===== src/hw/sgr_regs.svh =====
// command fields, reset values and timing counts of the serial pin block
`ifndef SGR_REGS_SVH
`define SGR_REGS_SVH

// ----------------------------------------------------------------------
// command byte
// ----------------------------------------------------------------------
`define SGR_CMD_BITS       8
`define SGR_RST_SEL_FIELD  7:3
`define SGR_RST_SEL_VAL    5'h01
`define SGR_RST_FULL_BIT   2
`define SGR_RST_SLOW_BIT   1
`define SGR_RST_BIAS_BIT   0
`define SGR_PIN_SEL_FIELD  7:2
`define SGR_PIN_SEL_VAL    6'h00
`define SGR_PIN_OP_FIELD   1:0
`define SGR_PIN_OP_CFG     2'h3
`define SGR_PIN_OP_WR      2'h2
`define SGR_PIN_OP_RD      2'h1

// ----------------------------------------------------------------------
// reset values
// ----------------------------------------------------------------------
`define SGR_CFG_RESET      1'b0
`define SGR_WR_RESET       1'b1

// ----------------------------------------------------------------------
// timing
// ----------------------------------------------------------------------
`define SGR_CLK_PERIOD_NS  8
`define SGR_SLOW_DELAY_NS  15
`define SGR_SLOW_CYCLES \
  ((`SGR_SLOW_DELAY_NS + `SGR_CLK_PERIOD_NS - 1) / `SGR_CLK_PERIOD_NS)
`define SGR_WAKE_MODE_BIT  0

`endif


===== src/hw/sgr_pkg.sv =====
// types shared by the serial pin block
package sgr_pkg;

  // ----------------------------------------------------------------------
  // command parser states
  // ----------------------------------------------------------------------
  typedef enum logic [2:0] {
    st_cmd,
    st_cfg,
    st_wr,
    st_rd,
    st_hold
  } sgr_state_e;

  // ----------------------------------------------------------------------
  // controls handed to the converter side
  // ----------------------------------------------------------------------
  typedef struct packed {
    logic full_reset;
    logic fifo_clear;
    logic slow_out;
    logic force_bias_on;
    logic wake_skip;
  } sgr_ctl_s;

endpackage


===== src/hw/sgr_edge_det.sv =====
// rise and fall detector for link inputs sampled on mclk
module sgr_edge_det #(
  parameter int W = 2
) (
  // clock and reset
  input  wire logic         mclk,
  input  wire logic         reset,
  // levels and their edges
  input  wire logic [W-1:0] level,
  output logic      [W-1:0] rise,
  output logic      [W-1:0] fall
);

  logic [W-1:0] prev_q;

  always_ff @(posedge mclk) begin
    if (reset) begin
      prev_q <= level;
    end else begin
      prev_q <= level;
    end
  end

  assign rise = level & ~prev_q;
  assign fall = ~level & prev_q;

endmodule


===== src/hw/sgr_pin_bank.sv =====
// pin drivers: direction and output value per general-purpose pin
module sgr_pin_bank #(
  parameter int N = 12
) (
  // clock and reset
  input  wire logic         mclk,
  input  wire logic         reset,
  // committed registers
  input  wire logic [N-1:0] cfg,
  input  wire logic [N-1:0] wr,
  // pins
  output logic      [N-1:0] pin_o,
  output logic      [N-1:0] pin_oe
);

  // ----------------------------------------------------------------------
  // one driver per pin
  // ----------------------------------------------------------------------
  for (genvar i = 0; i < N; i++) begin : g_pin
    always_ff @(posedge mclk) begin
      if (reset) begin
        pin_o[i]  <= 1'b0;
        pin_oe[i] <= 1'b0;
      end else begin
        pin_o[i]  <= cfg[i] & wr[i];
        pin_oe[i] <= cfg[i] | ~wr[i];
      end
    end
  end
endmodule


===== src/hw/sgr_top.sv =====
// serial command decoder for reset control and general-purpose pins
module sgr_top
  import sgr_pkg::*;
#(
  parameter int NUM_PINS  = 12,
  parameter int DATA_BITS = (NUM_PINS == 4) ? 8 : 16
) (
  // clock and reset
  input  wire logic                mclk,
  input  wire logic                reset,
  // serial link
  input  wire logic                cs_n,
  input  wire logic                sclk,
  input  wire logic                sdi,
  output logic                     sdo,
  // converter side
  input  wire logic [1:0]          clock_mode,
  output sgr_ctl_s                 ctl_q,
  // general-purpose pins
  input  wire logic [NUM_PINS-1:0] pin_i,
  output logic      [NUM_PINS-1:0] pin_o,
  output logic      [NUM_PINS-1:0] pin_oe
);

`include "sgr_regs.svh"

  localparam int CNT_W      = $clog2(DATA_BITS);
  localparam int SLOW_W     = `SGR_SLOW_CYCLES;
  localparam int SLOW_DEPTH = SLOW_W + 1;
  localparam logic [CNT_W-1:0] CMD_LAST  = CNT_W'(`SGR_CMD_BITS - 1);
  localparam logic [CNT_W-1:0] DATA_LAST = CNT_W'(DATA_BITS - 1);

  // ----------------------------------------------------------------------
  // command decoding
  // ----------------------------------------------------------------------
  function automatic logic is_rst_cmd(input logic [7:0] b);
    return b[`SGR_RST_SEL_FIELD] == `SGR_RST_SEL_VAL;
  endfunction

  function automatic logic is_pin_cmd(input logic [7:0] b,
                                      input logic [1:0] op);
    return b[`SGR_PIN_SEL_FIELD] == `SGR_PIN_SEL_VAL &&
           b[`SGR_PIN_OP_FIELD] == op;
  endfunction

  // ----------------------------------------------------------------------
  // link edges
  // ----------------------------------------------------------------------
  logic [1:0]           rise;
  logic [1:0]           fall;
  logic                 sck_rise;
  logic                 sck_fall;
  logic                 cs_rise;
  sgr_state_e           state_q;
  logic [CNT_W-1:0]     cnt_q;
  logic [DATA_BITS-1:0] sh_q;
  logic [DATA_BITS-1:0] rd_q;
  logic [7:0]           cmd_byte;
  logic [DATA_BITS-1:0] data_word;
  logic                 cmd_done;
  logic                 data_done;
  logic                 rst_cmd;
  logic                 rst_full;
  logic [NUM_PINS-1:0]  pend_q;
  logic                 pend_cfg_q;
  logic                 pend_wr_q;
  logic [NUM_PINS-1:0]  cfg_q;
  logic [NUM_PINS-1:0]  wr_q;
  logic                 sdo_raw_q;
  logic [SLOW_W-1:0]    dly_q;

  sgr_edge_det #(
    .W (2)
  ) u_edge (
    .mclk  (mclk),
    .reset (reset),
    .level ({cs_n, sclk}),
    .rise  (rise),
    .fall  (fall)
  );

  assign sck_rise  = rise[0] & ~cs_n;
  assign sck_fall  = fall[0] & ~cs_n;
  assign cs_rise   = rise[1];
  assign cmd_byte  = {sh_q[6:0], sdi};
  assign data_word = {sh_q[DATA_BITS-2:0], sdi};
  assign cmd_done  = sck_rise && state_q == st_cmd && cnt_q == CMD_LAST;
  assign data_done = sck_rise && cnt_q == DATA_LAST &&
                     (state_q == st_cfg || state_q == st_wr);
  assign rst_cmd   = cmd_done && is_rst_cmd(cmd_byte);
  assign rst_full  = rst_cmd && cmd_byte[`SGR_RST_FULL_BIT];

  // ----------------------------------------------------------------------
  // bit shifter and command parser
  // ----------------------------------------------------------------------
  always_ff @(posedge mclk) begin
    if (reset || cs_n) begin
      state_q <= st_cmd;
      cnt_q   <= '0;
    end else if (sck_rise) begin
      cnt_q <= cnt_q + CNT_W'(1);
      unique case (state_q)
        st_cmd: begin
          if (cnt_q == CMD_LAST) begin
            cnt_q <= '0;
            if (is_pin_cmd(cmd_byte, `SGR_PIN_OP_CFG)) begin
              state_q <= st_cfg;
            end else if (is_pin_cmd(cmd_byte, `SGR_PIN_OP_WR)) begin
              state_q <= st_wr;
            end else if (is_pin_cmd(cmd_byte, `SGR_PIN_OP_RD)) begin
              state_q <= st_rd;
            end else if (!is_rst_cmd(cmd_byte)) begin
              state_q <= st_hold;
            end
          end
        end
        st_cfg, st_wr, st_rd: begin
          if (cnt_q == DATA_LAST) begin
            cnt_q   <= '0;
            state_q <= st_cmd;
          end
        end
        st_hold: begin
          cnt_q <= '0;
        end
      endcase
    end
  end

  always_ff @(posedge mclk) begin
    if (reset) begin
      sh_q <= '0;
    end else if (sck_rise) begin
      sh_q <= data_word;
    end
  end

  // ----------------------------------------------------------------------
  // reset control register
  // ----------------------------------------------------------------------
  always_ff @(posedge mclk) begin
    if (reset) begin
      ctl_q <= '0;
    end else begin
      ctl_q.full_reset <= 1'b0;
      ctl_q.fifo_clear <= 1'b0;
      ctl_q.wake_skip  <= ctl_q.force_bias_on &&
                          clock_mode[`SGR_WAKE_MODE_BIT];
      if (rst_cmd) begin
        ctl_q.fifo_clear <= 1'b1;
        if (cmd_byte[`SGR_RST_FULL_BIT]) begin
          ctl_q.full_reset    <= 1'b1;
          ctl_q.slow_out      <= 1'b0;
          ctl_q.force_bias_on <= 1'b0;
        end else begin
          ctl_q.slow_out      <= cmd_byte[`SGR_RST_SLOW_BIT];
          ctl_q.force_bias_on <= cmd_byte[`SGR_RST_BIAS_BIT];
        end
      end
    end
  end

  // ----------------------------------------------------------------------
  // pin registers, committed at chip select rise
  // ----------------------------------------------------------------------
  always_ff @(posedge mclk) begin
    if (reset || cs_rise) begin
      pend_q     <= '0;
      pend_cfg_q <= 1'b0;
      pend_wr_q  <= 1'b0;
    end else if (data_done) begin
      pend_q     <= data_word[DATA_BITS-1 -: NUM_PINS];
      pend_cfg_q <= state_q == st_cfg;
      pend_wr_q  <= state_q == st_wr;
    end
  end

  always_ff @(posedge mclk) begin
    if (reset || rst_full) begin
      cfg_q <= {NUM_PINS{`SGR_CFG_RESET}};
      wr_q  <= {NUM_PINS{`SGR_WR_RESET}};
    end else if (cs_rise) begin
      if (pend_cfg_q) begin
        cfg_q <= pend_q;
      end
      if (pend_wr_q) begin
        wr_q <= pend_q;
      end
    end
  end

  sgr_pin_bank #(
    .N (NUM_PINS)
  ) u_pins (
    .mclk   (mclk),
    .reset  (reset),
    .cfg    (cfg_q),
    .wr     (wr_q),
    .pin_o  (pin_o),
    .pin_oe (pin_oe)
  );

  // ----------------------------------------------------------------------
  // serial output with optional slow path
  // ----------------------------------------------------------------------
  always_ff @(posedge mclk) begin
    if (reset) begin
      rd_q <= '0;
    end else if (rst_cmd == 1'b0 && cmd_done &&
                 is_pin_cmd(cmd_byte, `SGR_PIN_OP_RD)) begin
      rd_q <= DATA_BITS'(pin_i);
    end else if (sck_fall && state_q == st_rd) begin
      rd_q <= {rd_q[DATA_BITS-2:0], 1'b0};
    end
  end

  always_ff @(posedge mclk) begin
    if (reset || state_q != st_rd) begin
      sdo_raw_q <= 1'b0;
    end else if (sck_fall) begin
      sdo_raw_q <= rd_q[DATA_BITS-1];
    end
  end

  always_ff @(posedge mclk) begin
    if (reset) begin
      dly_q <= '0;
      sdo   <= 1'b0;
    end else begin
      dly_q <= SLOW_W'({dly_q, sdo_raw_q});
      sdo   <= ctl_q.slow_out ? dly_q[SLOW_W-1] : sdo_raw_q;
    end
  end
endmodule


===== config.mk =====
export PLATFORM = sky130hd
export DESIGN_NAME = sgr_top
export DESIGN_NICKNAME = d
export VERILOG_FILES = /design/src/hw/sgr_pkg.sv /design/src/hw/sgr_edge_det.sv /design/src/hw/sgr_pin_bank.sv /design/src/hw/sgr_top.sv
export VERILOG_INCLUDE_DIRS = /design/src /design/src/hw
export SDC_FILE = /design/constraint.sdc
export NUM_CORES = 1
export LEC_CHECK = 0
export BUFFER_PORTS_ARGS = -buffer_cell sky130_fd_sc_hd__clkbuf_2
export CAP_MARGIN = 15
export CORE_ASPECT_RATIO = 0.75
export CORE_MARGIN = 1
export CORE_UTILIZATION = 57
export CTS_CLUSTER_DIAMETER = 60
export DETAILED_ROUTE_END_ITERATION = 16
export PLACE_DENSITY = 0.84
export REMOVE_ABC_BUFFERS = 1
export SYNTH_ARGS = -nofsm -noshare
export SYNTH_HDL_FRONTEND = slang
export SYNTH_HIERARCHICAL = 1
export SYNTH_SLANG_ARGS = --single-unit

===== constraint.sdc =====
create_clock -name mclk -period 2 [get_ports mclk]
set_input_delay 0.3 -clock mclk [delete_from_list [all_inputs] [get_ports mclk]]
set_output_delay 0.3 -clock mclk [all_outputs]
set_load 0.005 [all_outputs]

==> impl_summary.md <==
Global route
The number of global-route vias before repair is about 3000. The number of antenna violations at the first check in global routing was 0. The first global-routing pass estimated 14.2 mm of wire. Across every metal layer, demand over resource in global routing totals 0.231.

Summed over all layers, the global routing overflow is 0. The maximum number of pins on one net before global-route repair is 28.

Clocking
The TritonCTS clock tree is done. The post-CTS resize count is 0. Buffers inserted during clock tree synthesis total 9.

The buffer count from post-CTS setup fixing is 0. Clock-pin slew was measured on the worst setup and hold paths at 110 ps. The total of hold buffers inserted after clock tree synthesis is 0.

The tree is rooted in a clkbuf_8. The H-tree was split into 3 levels. No sink is reached through more buffers than the 2 on the longest clock path. The number of sinks handled by clock tree synthesis is ~110. The clock latency on the worst-skew pair is 380 ps.

Finish
The number of antenna repair diodes is 0. The final layout net count is approximately 530. The area overhead of the layout relative to synthesis is 9.94%. The filler cell count in the final layout is 577. The area occupied by registers is 2220 sq um. The combined area of the multi-input logic cells is roughly 1800 sq um. In the final layout, the share of cells above drive strength 1 is 0.170. The area of all placed cells without fillers is between 4000 and 5000 sq um.

Synth
The number of warnings issued by yosys is 6. Counting every instance in the synthesized netlist gives 465. A synthesized cell averages 9.23 sq um. The cell area that synthesis handed to floorplanning was 4290 sq um.

Run
The tool flagged a number of max-cap violations equal to 0.

Die
The number of standard-cell rows in the floorplan is 26. a little under 50 I/O pins were placed. The chip height is 77.1 microns. The die outline area is about 8000 sq um.

The width of the die is ~100 microns. For this configuration, the core starts out at a cell density of 0.611. The core region is 7030 sq um.

Critical path
For the worst setup path, the data arrival time is 2170 ps. The number of cells traversed by the worst register-to-register path is 6. The worst setup path is launched from a flop. The worst setup path is captured at a flop. Data on the critical path is required at its endpoint by between 2000 and 2500 ps.

The largest fanout of any net on the critical path is 12. The type of the worst setup path is flop to flop.

STA
Headroom to the max-slew limit came out at 0.654. On the final layout, the worst clock skew is 10.6 ps. The portion of the clock cycle consumed by the worst path in the final layout is 0.950.

The slew at the pin with the worst max-slew slack is 519 ps. Based on the critical path, the design can be clocked at up to 526 MHz. The number of hold-slack violations in the final timing report is 0. The final period demand of the worst path is 1900 ps. Setup repair after global routing left no endpoint under its margin. Setup violations remaining at the end of the flow were counted as 0.

The number of pins with negative max-slew slack in the final report is 0.

Place
The final weighted congestion in routability-driven placement is 0.826. The instance area after placement is 4530 sq um. Port buffering added 47 buffers. Once detailed placement completed, the half-perimeter wirelength came to 5.73 mm.

Drt
The count of routing violations after the opening detailed-route iteration is 164. After detailed routing, the total wire length is 8.40 mm. The post-detailed-route via-to-cell ratio is 5.33. The detail route stage leaves a number of antenna-violating nets equal to 0. After detailed routing, the number of remaining DRC violations is 0. In the final routed layout, each cell accounts on average for 13.8 microns. The first TritonRoute pass finished after 5 iterations. The routed via count is about 3200.

Power
VDD sags by at most 0.358 mV. For this design the ratio of total power to cell area is 763 nW/um^2. Summing internal, switching and leakage power gives about 3.6 mW. The static power due to leakage is 1.74 nW.

Hold path
Counting instances, the worst hold path has a depth of 1. The path class of the lowest-slack min-delay path is input port to flop.

Status
The flow ran to the end, and the final reports show no timing, DRC or antenna violations.
## per-stage QoR
step / util / TNS (ps) / hold WS, ps / instances / worst slack (ps)
finish: 0.671 / 0 / 48.5 / 609 / 99.5
CTS: 0.671 / 0 / 36.9 / 609 / 102
global placement: 0.645 / 0 / 419 / 593 / 222
detailed placement: 0.645 / 0 / 431 / 593 / 117
global route: 0.671 / 0 / 25.9 / 609 / 7.62
floorplan: - / -2590 / 328 / 438 / -185
## area by class of cell
class,count,share of cell area
clock buffer,10,0.0270
clock inverter,6,0.0122
inverter,13,0.0103
multi-input combinational,314,0.380
sequential,111,0.471
tap,98,0.0260
timing repair buffer,57,0.0737
## sequential cells by signal, indices dropped and copies added (netlist names)
name / flops
cnt_q: 4
rd_q: 16
u_edge/prev_q: 2
pend_cfg_q: 1
u_pins/pin_oe: 12
u_pins/pin_o: 12
ctl_q: 5
sh_q: 15
pend_q: 12
sdo: 1
dly_q: 2
pend_wr_q: 1
state_q: 3
wr_q: 12
sdo_raw_q: 1
cfg_q: 12
## power by group
group          internal (mW)  leakage, nW  switching [mW]  total (mW)
registers               2.21        0.895         0.00260        2.21
clock network          0.488       0.0957           0.794        1.28
logic                 0.0362        0.753          0.0684       0.105
total                   2.74         1.74           0.865        3.60
## cells in the final DEF, fill, tap and decap left out, types with 2 or more instances in the layout
| cell type | n |
|---|---|
| clkbuf_2 | 47 |
| xnor2_1 | 2 |
| nor2b_1 | 8 |
| nand2b_1 | 4 |
| buf_4 | 7 |
| inv_6 | 3 |
| nand3b_1 | 2 |
| inv_1 | 13 |
| nand4_1 | 3 |
| nor3_1 | 2 |
| clkbuf_8 | 9 |
| nand3_1 | 14 |
| nand2_1 | 100 |
| nor2_1 | 50 |
| buf_12 | 3 |
| o21ai_0 | 4 |
| nor4b_1 | 2 |
| mux2i_1 | 33 |
| and2b_2 | 4 |
| or2_2 | 2 |
| inv_8 | 2 |
| a211oi_1 | 11 |
| nand4b_1 | 2 |
| and2_1 | 4 |
| o211ai_1 | 2 |
| dfxtp_1 | 111 |
| a21oi_1 | 44 |
## critical path, cell delays in order, from the launching register on
cell and delay (ps):
dfxtp_1 400, ha_1 300, nand4b_1 260, nor4b_4 370, buf_12 190, mux2i_1 220, nor2_1 50
## routing by layer
| metal | up-vias | share of wire | global-route usage | routed length, microns |
|---|---|---|---|---|
| li1 | 1635 | - | - | - |
| met1 | 1504 | 0.47 | 0.321 | 3950 |
| met2 | 95 | 0.47 | 0.348 | 3930 |
| met3 | 11 | 0.048 | 0.0565 | 405 |
| met4 | 0 | 0.013 | 0.0771 | 108 |
| met5 | - | 0 | 0 | 0 |
## final timing paths
kind                         startpoint                          to  slack, ps
setup reg to reg  cnt_q[0]$_SDFFE_PP0P_      pend_q[5]$_SDFFE_PP0P_        100
hold reg to reg    wr_q[6]$_SDFFE_PP1P_  u_pins/pin_o[6]$_SDFF_PP0_        440
hold / removal                     sclk    u_edge/prev_q[0]$_DFF_P_         50
setup / recovery  cnt_q[0]$_SDFFE_PP0P_      pend_q[5]$_SDFFE_PP0P_        100
Power figures use the tool's default switching activity.
